### src/verilog/dpll_hk_consts.vh
// Purpose: Constants for the DPLL housekeeping status block
// Assumes: Included by bare name from verilog/
// Notes: Indices are word indices; byte address is index times four
`ifndef DPLL_HK_CONSTS_VH
`define DPLL_HK_CONSTS_VH

// Register word indices
`define HK_REG_IDX 12'h02e
`define IRQ_STATUS_IDX 12'h030
`define IRQ_MASK_IDX 12'h031

// Reset values
`define HK_RESET 16'h0000
`define IRQ_STATUS_RESET 4'h0
`define IRQ_MASK_RESET 4'h0

// Housekeeping field positions
`define HK_STATE_LSB 0
`define HK_STATE_MSB 2
`define HK_LIMIT_BIT 3
`define HK_RATE_SEL_BIT 4
`define HK_PRI_LOSS_BIT 5
`define HK_SEC_LOSS_BIT 6

// Interrupt event bit positions
`define EV_PRI_LOSS_BIT 0
`define EV_SEC_LOSS_BIT 1
`define EV_LIMIT_BIT 2
`define EV_STATE_BIT 3
`define EV_COUNT 4

// State codes
`define ST_TRACK_PRI 3'h0
`define ST_RSVD_PRI 3'h1
`define ST_HOLD_PRI 3'h2
`define ST_TIE_PRI 3'h3
`define ST_TRACK_SEC 3'h4
`define ST_RSVD_SEC 3'h5
`define ST_HOLD_SEC 3'h6
`define ST_TIE_SEC 3'h7

`endif

### src/verilog/dpll_housekeeping_status.v
// Purpose: DPLL housekeeping status/control register on APB, with interrupts
// Assumes: DPLL status inputs come from logic on CLK_IN; APB clocked by CLK_IN
// Notes: One wait-free access phase; unmapped addresses answer PSLVERR
`timescale 1ns/100ps
`include "dpll_hk_consts.vh"

// Function
// Secondary loss flag mirrors monitor, read-only
// Primary loss flag mirrors monitor, read-only
// Rate select one: 65.536 MHz, zero: 32.768
// Only rate select bit is software writable
// Limit flag shows phase slope limiter active
// State field reports DPLL state machine code
// Register reads zero after reset
module dpll_housekeeping_status #(
  parameter ADDR_W = 12
) (
  // Clock and reset
  input wire CLK_IN,
  input wire RST_IN,
  // APB slave
  input wire PSEL_IN,
  input wire PENABLE_IN,
  input wire PWRITE_IN,
  input wire [ADDR_W-1:0] PADDR_IN,
  input wire [31:0] PWDATA_IN,
  output reg [31:0] PRDATA_OUT,
  output reg PREADY_OUT,
  output reg PSLVERR_OUT,
  // DPLL state machine and reference monitor
  input wire MONITOR_PRIMARY_FAILED_IN,
  input wire MONITOR_SECONDARY_FAILED_IN,
  input wire PHASE_LIMIT_ACTIVE_IN,
  input wire [2:0] DPLL_STATE_IN,
  // Synthesizer control and status mirror
  output reg OUTPUT_CLOCK_RATE_SELECT_OUT,
  output reg [15:0] DPLL_HOUSEKEEPING_OUT,
  // Interrupt
  output reg IRQ_OUT
);

  // Byte address of a word index
  function [ADDR_W-1:0] byte_addr;
    input [11:0] idx;
    begin
      byte_addr = {idx[ADDR_W-3:0], 2'b00};
    end
  endfunction

  // Reserved codes are not states; keep the last reported one
  function is_reserved_state;
    input [2:0] code;
    begin
      is_reserved_state = (code == `ST_RSVD_PRI) || (code == `ST_RSVD_SEC);
    end
  endfunction

  // Whole-address match; no partial decode, so aliases answer as unmapped
  function reg_hit;
    input [ADDR_W-1:0] addr;
    input [11:0] idx;
    begin
      reg_hit = (addr == byte_addr(idx));
    end
  endfunction

  // Housekeeping fields
  reg secondary_ref_loss_flag;
  reg primary_ref_loss_flag;
  reg output_clock_rate_select;
  reg limit_flag;
  reg [2:0] dpll_state;
  // Interrupt mask
  reg [`EV_COUNT-1:0] irq_mask;
  wire [`EV_COUNT-1:0] irq_status;

  // Bus decode
  wire setup_phase;
  wire access_write;
  wire sel_hk;
  wire sel_status;
  wire sel_mask;
  wire sel_any;
  reg [15:0] dpll_housekeeping;
  reg [31:0] next_prdata;

  // Event detection
  reg [`EV_COUNT-1:0] next_events;
  reg [`EV_COUNT-1:0] clear_strobe;
  wire [2:0] next_state;
  reg next_irq;

  assign setup_phase = PSEL_IN & ~PENABLE_IN;
  assign access_write = PSEL_IN & PENABLE_IN & PREADY_OUT & PWRITE_IN;
  assign sel_hk = reg_hit(PADDR_IN, `HK_REG_IDX);
  assign sel_status = reg_hit(PADDR_IN, `IRQ_STATUS_IDX);
  assign sel_mask = reg_hit(PADDR_IN, `IRQ_MASK_IDX);
  assign sel_any = sel_hk | sel_status | sel_mask;

  assign next_state = is_reserved_state(DPLL_STATE_IN) ? dpll_state : DPLL_STATE_IN;

  // Assembled register word, upper bits reserved as zero
  always @* begin
    dpll_housekeeping = `HK_RESET;
    dpll_housekeeping[`HK_SEC_LOSS_BIT] = secondary_ref_loss_flag;
    dpll_housekeeping[`HK_PRI_LOSS_BIT] = primary_ref_loss_flag;
    dpll_housekeeping[`HK_RATE_SEL_BIT] = output_clock_rate_select;
    dpll_housekeeping[`HK_LIMIT_BIT] = limit_flag;
    dpll_housekeeping[`HK_STATE_MSB:`HK_STATE_LSB] = dpll_state;
  end

  // Hardware-owned fields follow their sources every cycle, except state, which holds on reserved codes
  // Same-clock sources, so no synchroniser stages are spent here
  always @(posedge CLK_IN) begin
    if (RST_IN) begin
      secondary_ref_loss_flag <= 1'b0;
      primary_ref_loss_flag <= 1'b0;
      limit_flag <= 1'b0;
      dpll_state <= `ST_TRACK_PRI;
    end else begin
      secondary_ref_loss_flag <= MONITOR_SECONDARY_FAILED_IN;
      primary_ref_loss_flag <= MONITOR_PRIMARY_FAILED_IN;
      limit_flag <= PHASE_LIMIT_ACTIVE_IN;
      dpll_state <= next_state;
    end
  end

  // Software-owned bits
  always @(posedge CLK_IN) begin
    if (RST_IN) begin
      output_clock_rate_select <= 1'b0;
      irq_mask <= `IRQ_MASK_RESET;
    end else if (access_write) begin
      if (sel_hk) begin
        // Other fields of the word are ignored on write
        output_clock_rate_select <= PWDATA_IN[`HK_RATE_SEL_BIT];
      end
      if (sel_mask) begin
        irq_mask <= PWDATA_IN[`EV_COUNT-1:0];
      end
    end
  end

  // Rising edges of the flags, and any state change, are events
  // Flags reset to the idle input level, so no false edge after reset
  always @* begin
    next_events = {`EV_COUNT{1'b0}};
    next_events[`EV_PRI_LOSS_BIT] = MONITOR_PRIMARY_FAILED_IN & ~primary_ref_loss_flag;
    next_events[`EV_SEC_LOSS_BIT] = MONITOR_SECONDARY_FAILED_IN & ~secondary_ref_loss_flag;
    next_events[`EV_LIMIT_BIT] = PHASE_LIMIT_ACTIVE_IN & ~limit_flag;
    next_events[`EV_STATE_BIT] = (next_state != dpll_state);
  end

  // Write-one-to-clear; reads and other addresses clear nothing
  always @* begin
    clear_strobe = {`EV_COUNT{1'b0}};
    if (access_write && sel_status) begin
      clear_strobe = PWDATA_IN[`EV_COUNT-1:0];
    end
  end

  // Level request while any enabled status bit stands
  always @* begin
    next_irq = |(irq_status & irq_mask);
  end

  // Set beats clear inside the status module
  sticky_event_status #(
    .WIDTH(`EV_COUNT)
  ) u_events (
    .clk_in(CLK_IN),
    .rst_in(RST_IN),
    .pulse_in(next_events),
    .clear_in(clear_strobe),
    .status_out(irq_status)
  );

  // Read data chosen in the setup phase so the output is a flop
  // Unmapped reads return zero alongside the error flag
  always @* begin
    next_prdata = 32'h00000000;
    if (sel_hk) begin
      next_prdata[15:0] = dpll_housekeeping;
    end else if (sel_status) begin
      next_prdata[`EV_COUNT-1:0] = irq_status;
    end else if (sel_mask) begin
      next_prdata[`EV_COUNT-1:0] = irq_mask;
    end
  end

  // Ready rises for the access phase that follows each setup phase
  // No wait states: decode settles well before the access edge
  always @(posedge CLK_IN) begin
    if (RST_IN) begin
      PRDATA_OUT <= 32'h00000000;
      PREADY_OUT <= 1'b0;
      PSLVERR_OUT <= 1'b0;
    end else begin
      PREADY_OUT <= setup_phase;
      PSLVERR_OUT <= setup_phase & ~sel_any;
      if (setup_phase && !PWRITE_IN) begin
        PRDATA_OUT <= next_prdata;
      end
    end
  end

  // Registered outputs; select drives the synthesizer divider choice
  always @(posedge CLK_IN) begin
    if (RST_IN) begin
      OUTPUT_CLOCK_RATE_SELECT_OUT <= 1'b0;
      DPLL_HOUSEKEEPING_OUT <= `HK_RESET;
      IRQ_OUT <= 1'b0;
    end else begin
      // High selects 65.536 MHz, low 32.768 MHz on the main output
      OUTPUT_CLOCK_RATE_SELECT_OUT <= output_clock_rate_select;
      DPLL_HOUSEKEEPING_OUT <= dpll_housekeeping;
      IRQ_OUT <= next_irq;
    end
  end

endmodule // dpll_housekeeping_status

### src/verilog/sticky_event_status.v
// Purpose: Sticky event status bits with write-one-to-clear
// Assumes: Event pulses and clear strobes on the same clock
// Notes: A set in the clearing cycle wins over the clear
`timescale 1ns/100ps
module sticky_event_status #(
  parameter WIDTH = 4
) (
  // Clock and reset
  input wire clk_in,
  input wire rst_in,
  // Events and clears
  input wire [WIDTH-1:0] pulse_in,
  input wire [WIDTH-1:0] clear_in,
  // Status
  output reg [WIDTH-1:0] status_out
);

  always @(posedge clk_in) begin
    if (rst_in) begin
      status_out <= {WIDTH{1'b0}};
    end else begin
      // Set after clear so a coincident event is kept
      status_out <= (status_out & ~clear_in) | pulse_in;
    end
  end

endmodule // sticky_event_status

### config.mk
export PLATFORM = sky130hd
export DESIGN_NAME = dpll_housekeeping_status
export DESIGN_NICKNAME = d
export VERILOG_FILES = /design/src/verilog/dpll_housekeeping_status.v /design/src/verilog/sticky_event_status.v
export VERILOG_INCLUDE_DIRS = /design/src /design/src/verilog
export SDC_FILE = /design/constraint.sdc
export NUM_CORES = 1
export LEC_CHECK = 0
export BUFFER_PORTS_ARGS = -buffer_cell sky130_fd_sc_hd__buf_2
export CAP_MARGIN = 20
export CORE_MARGIN = 2
export CORE_UTILIZATION = 37
export CTS_CLUSTER_SIZE = 14
export DETAILED_ROUTE_END_ITERATION = 8
export PLACE_DENSITY_LB_ADDON = 0.3
export SLEW_MARGIN = 25
export SYNTH_ARGS = -nofsm -noshare
export SYNTH_HDL_FRONTEND = slang
export SYNTH_SLANG_ARGS = --single-unit
### constraint.sdc
create_clock -name CLK_IN -period 1.9 [get_ports CLK_IN]
set_input_delay 0.19 -clock CLK_IN [delete_from_list [all_inputs] [get_ports CLK_IN]]
set_output_delay 0.19 -clock CLK_IN [all_outputs]
set_load 0.1 [all_outputs]
==> impl_results.md <==
* Post-CTS sizing at 0
* Power density of the placed cells at 992.7 mW/mm2
* Slew Viols, Final at 0
* Gpl congestion at between 0.7 and 0.8
* Total core area at 0.004086 mm2
* Place WS at -77.83 ps
* Worst Setup End Kind: register
* Seq pwr share at 0.377
* Seq cells post-synth at 32
* Via count at ~1200
* Clock power share at 0.379
* CTS root buf: clkbuf_8
* Critical Path RT at a little over 2000 ps
* Initial DRT Pass Iterations at 4
* Final hold slack at 136.8 ps
* Worst Hold Class: in2reg
* Total die area at just under 0.005 mm2
* Sink Count at 32
* Chip Width at 69.92 um
* Drt first-iter violations at 31
* Total power at 1878 uW
* Worst VDD drop at between 0.0003 and 0.0004 V
* Logic pwr share at 0.244
* Sequential element share of the synthesized area at 0.3984
* Starting Density at 0.3934
* Vias in the first global route at 1097
* Max Clk Rate at about 600 MHz
* Yosys Warn Count at 0
* Static Leak at ~0.00088 uW
* Outcome: completed
* Layout area overhead at 17.67%
* Final Setup Violations at 0
* Mapped cell area at around 0.0016 mm2
* Worst EP arrival at 1840 ps
* Fill cells at 439
* Nets at 286
* Antenna violations before repair at 0
* Worst Clk Skew at 3.477 ps
* Max-Cap Viols at 0
* Cts hold-fix bufs at 0
* Crit Path Max Fanout at 6
* Share of post-route cells with drive strength above 1 at 0.2931
* CTS tree: yes
* Die Y at 69.92 um
* Wire length of the first global-routing pass at 4809 um
* Post-synth top area share at 0.3984
* RSZ-0062 raised after global routing: no
* Internal power at 1214 uW
* GRT Resource Usage Total at 0.1256
* Hpwl dp at 2357 um
* Synth top area cells: dfxtp_1 (40%), buf_4 (16%), a21oi_1 (4.7%)
* Clk slew on worst S/H paths at 70 ps
* Vias/cell at ~4.4
* Port Buffers at 45
* Max clock buf depth at 2
* Mean area per synthesized cell at 8.786 um2
* Ant diodes at 0
* Post-route DRC at 0
* Net Sw Power at around 660 uW
* Netlist cell types at 33
* Cell taking the most area after synthesis: dfxtp_1
* Global route overflow at 0
* Final worst-path setup slack at 229.6 ps
* Num CTS Buffers at 5
* Final Cycle Share at 0.8792
* Routed Antenna Nets at 0
* Post-Syn Instances at 183
* H-tree levels at 2
* DR WL/cell at ~11 um
* TNS Setup at 0 ps
* Switching Share at 0.3533
* Largest net degree at the start of global routing at 29
* FP Rows at 23
* Clock Latency Late Sink at 280 ps
* Final hold vios at 0
* CP startpoint kind: primary input
* Final wirelength at 3051 um
* WS Path Type: in2reg
* Post-CTS setup buffers at 0
* # IOs at between 100 and 150
* Post-layout min period at 1670 ps
==> state kept, by name (all words and copies together) (netlist names) <==
signal,count
u_events.status_out,4
PREADY_OUT,1
secondary_ref_loss_flag,1
output_clock_rate_select,1
limit_flag,1
IRQ_OUT,1
irq_mask,4
DPLL_HOUSEKEEPING_OUT,7
PSLVERR_OUT,1
dpll_state,3
PRDATA_OUT,7
primary_ref_loss_flag,1
==> per-layer routing <==
layer,GRT usage,routed length (um)
met1,0.1511,1377
met2,0.1979,1401
met3,0.03608,221
met4,0.07479,51
met5,0,0
==> power groups by stage <==
stage               Clock (uW)  Sequential [uW]  Combinational, uW
finish                     712              708                458
global route               754              710                476
CTS                        725              708                458
detailed placement           0              723                457
global placement             0              722                455
floorplan                    0              770                410
==> cells in the mapped netlist (all sizes together) <==
master,number
nand4b,1
or4,3
dfxtp,32
nand3,8
o21ai,11
conb,1
nor2b,11
or3b,2
nor3b,2
xnor2,1
o31ai,3
clkbuf,3
nand2b,6
inv,6
nor2,15
a21oi,15
mux2i,5
or2,1
buf,41
or4b,1
nand2,3
nor4,3
o41ai,1
nand4,1
o2bb2ai,5
a22oi,2
==> kinds of logic (layout without fill, tap and decap cells) <==
logic type | after synthesis | after routing | synth area share
other | 1 | 34 | 0.002332
muxes | 5 | 5 | 0.03113
buffers and inverters | 50 | 66 | 0.2054
xor gates and xnor gates | 1 | 1 | 0.005448
AOI/OAI and AO/OA | 37 | 37 | 0.1564
DFF | 32 | 32 | 0.3984
and+or+nand+nor | 57 | 57 | 0.2008
==> layout make-up <==
cell class	instances	area, um2	share of cell area
Clock inverter	1	30.03	0.01587
Timing Repair Buffer	52	277.8	0.1468
Inverter	6	22.52	0.01190
Sequential cell	32	641.9	0.3393
Clock buffer	7	96.34	0.05093
Tap cell	50	62.56	0.03307
Multi-Input combinational cell	134	760.7	0.4021
==> cells in the final DEF, fill, tap and decap left out, types with 5 or more instances in the layout <==
| cell type | instances |
|---|---|
| buf_2 | 45 |
| a21oi_1 | 15 |
| nand3_1 | 8 |
| nand2b_1 | 6 |
| buf_4 | 7 |
| dfxtp_1 | 31 |
| mux2i_1 | 5 |
| inv_1 | 6 |
| clkbuf_8 | 7 |
| nor2_1 | 15 |
| o21ai_0 | 10 |
| conb_1 | 34 |
| nor2b_1 | 11 |
| o2bb2ai_1 | 5 |
==> worst max-delay path, stage by stage <==
cell	delay, ps
buf_2	90
or4_1	600
or4_1	670
o21ai_1	210
o41ai_2	90
==> worst paths after layout <==
| path | from | to | slack (ps) | depth (start not counted) |
|---|---|---|---|---|
| max reg2reg | PREADY_OUT | u_events.status_out[0] | 420 | 4 |
| max | PADDR_IN[11] | output_clock_rate_select | 230 | 5 |
| min reg2reg | PRDATA_OUT[5] | PRDATA_OUT[5] | 450 | 2 |
| min | MONITOR_SECONDARY_FAILED_IN | secondary_ref_loss_flag | 140 | 2 |
==> stage by stage <==
stage,utilization,cells,area [um2]
floorplan,-,216,1733
global placement,0.4320,274,1765
detailed placement,0.4320,274,1765
CTS,0.4630,282,1892
global route,0.4630,282,1892
finish,0.4630,282,1892
Power figures use the tool's default switching activity.
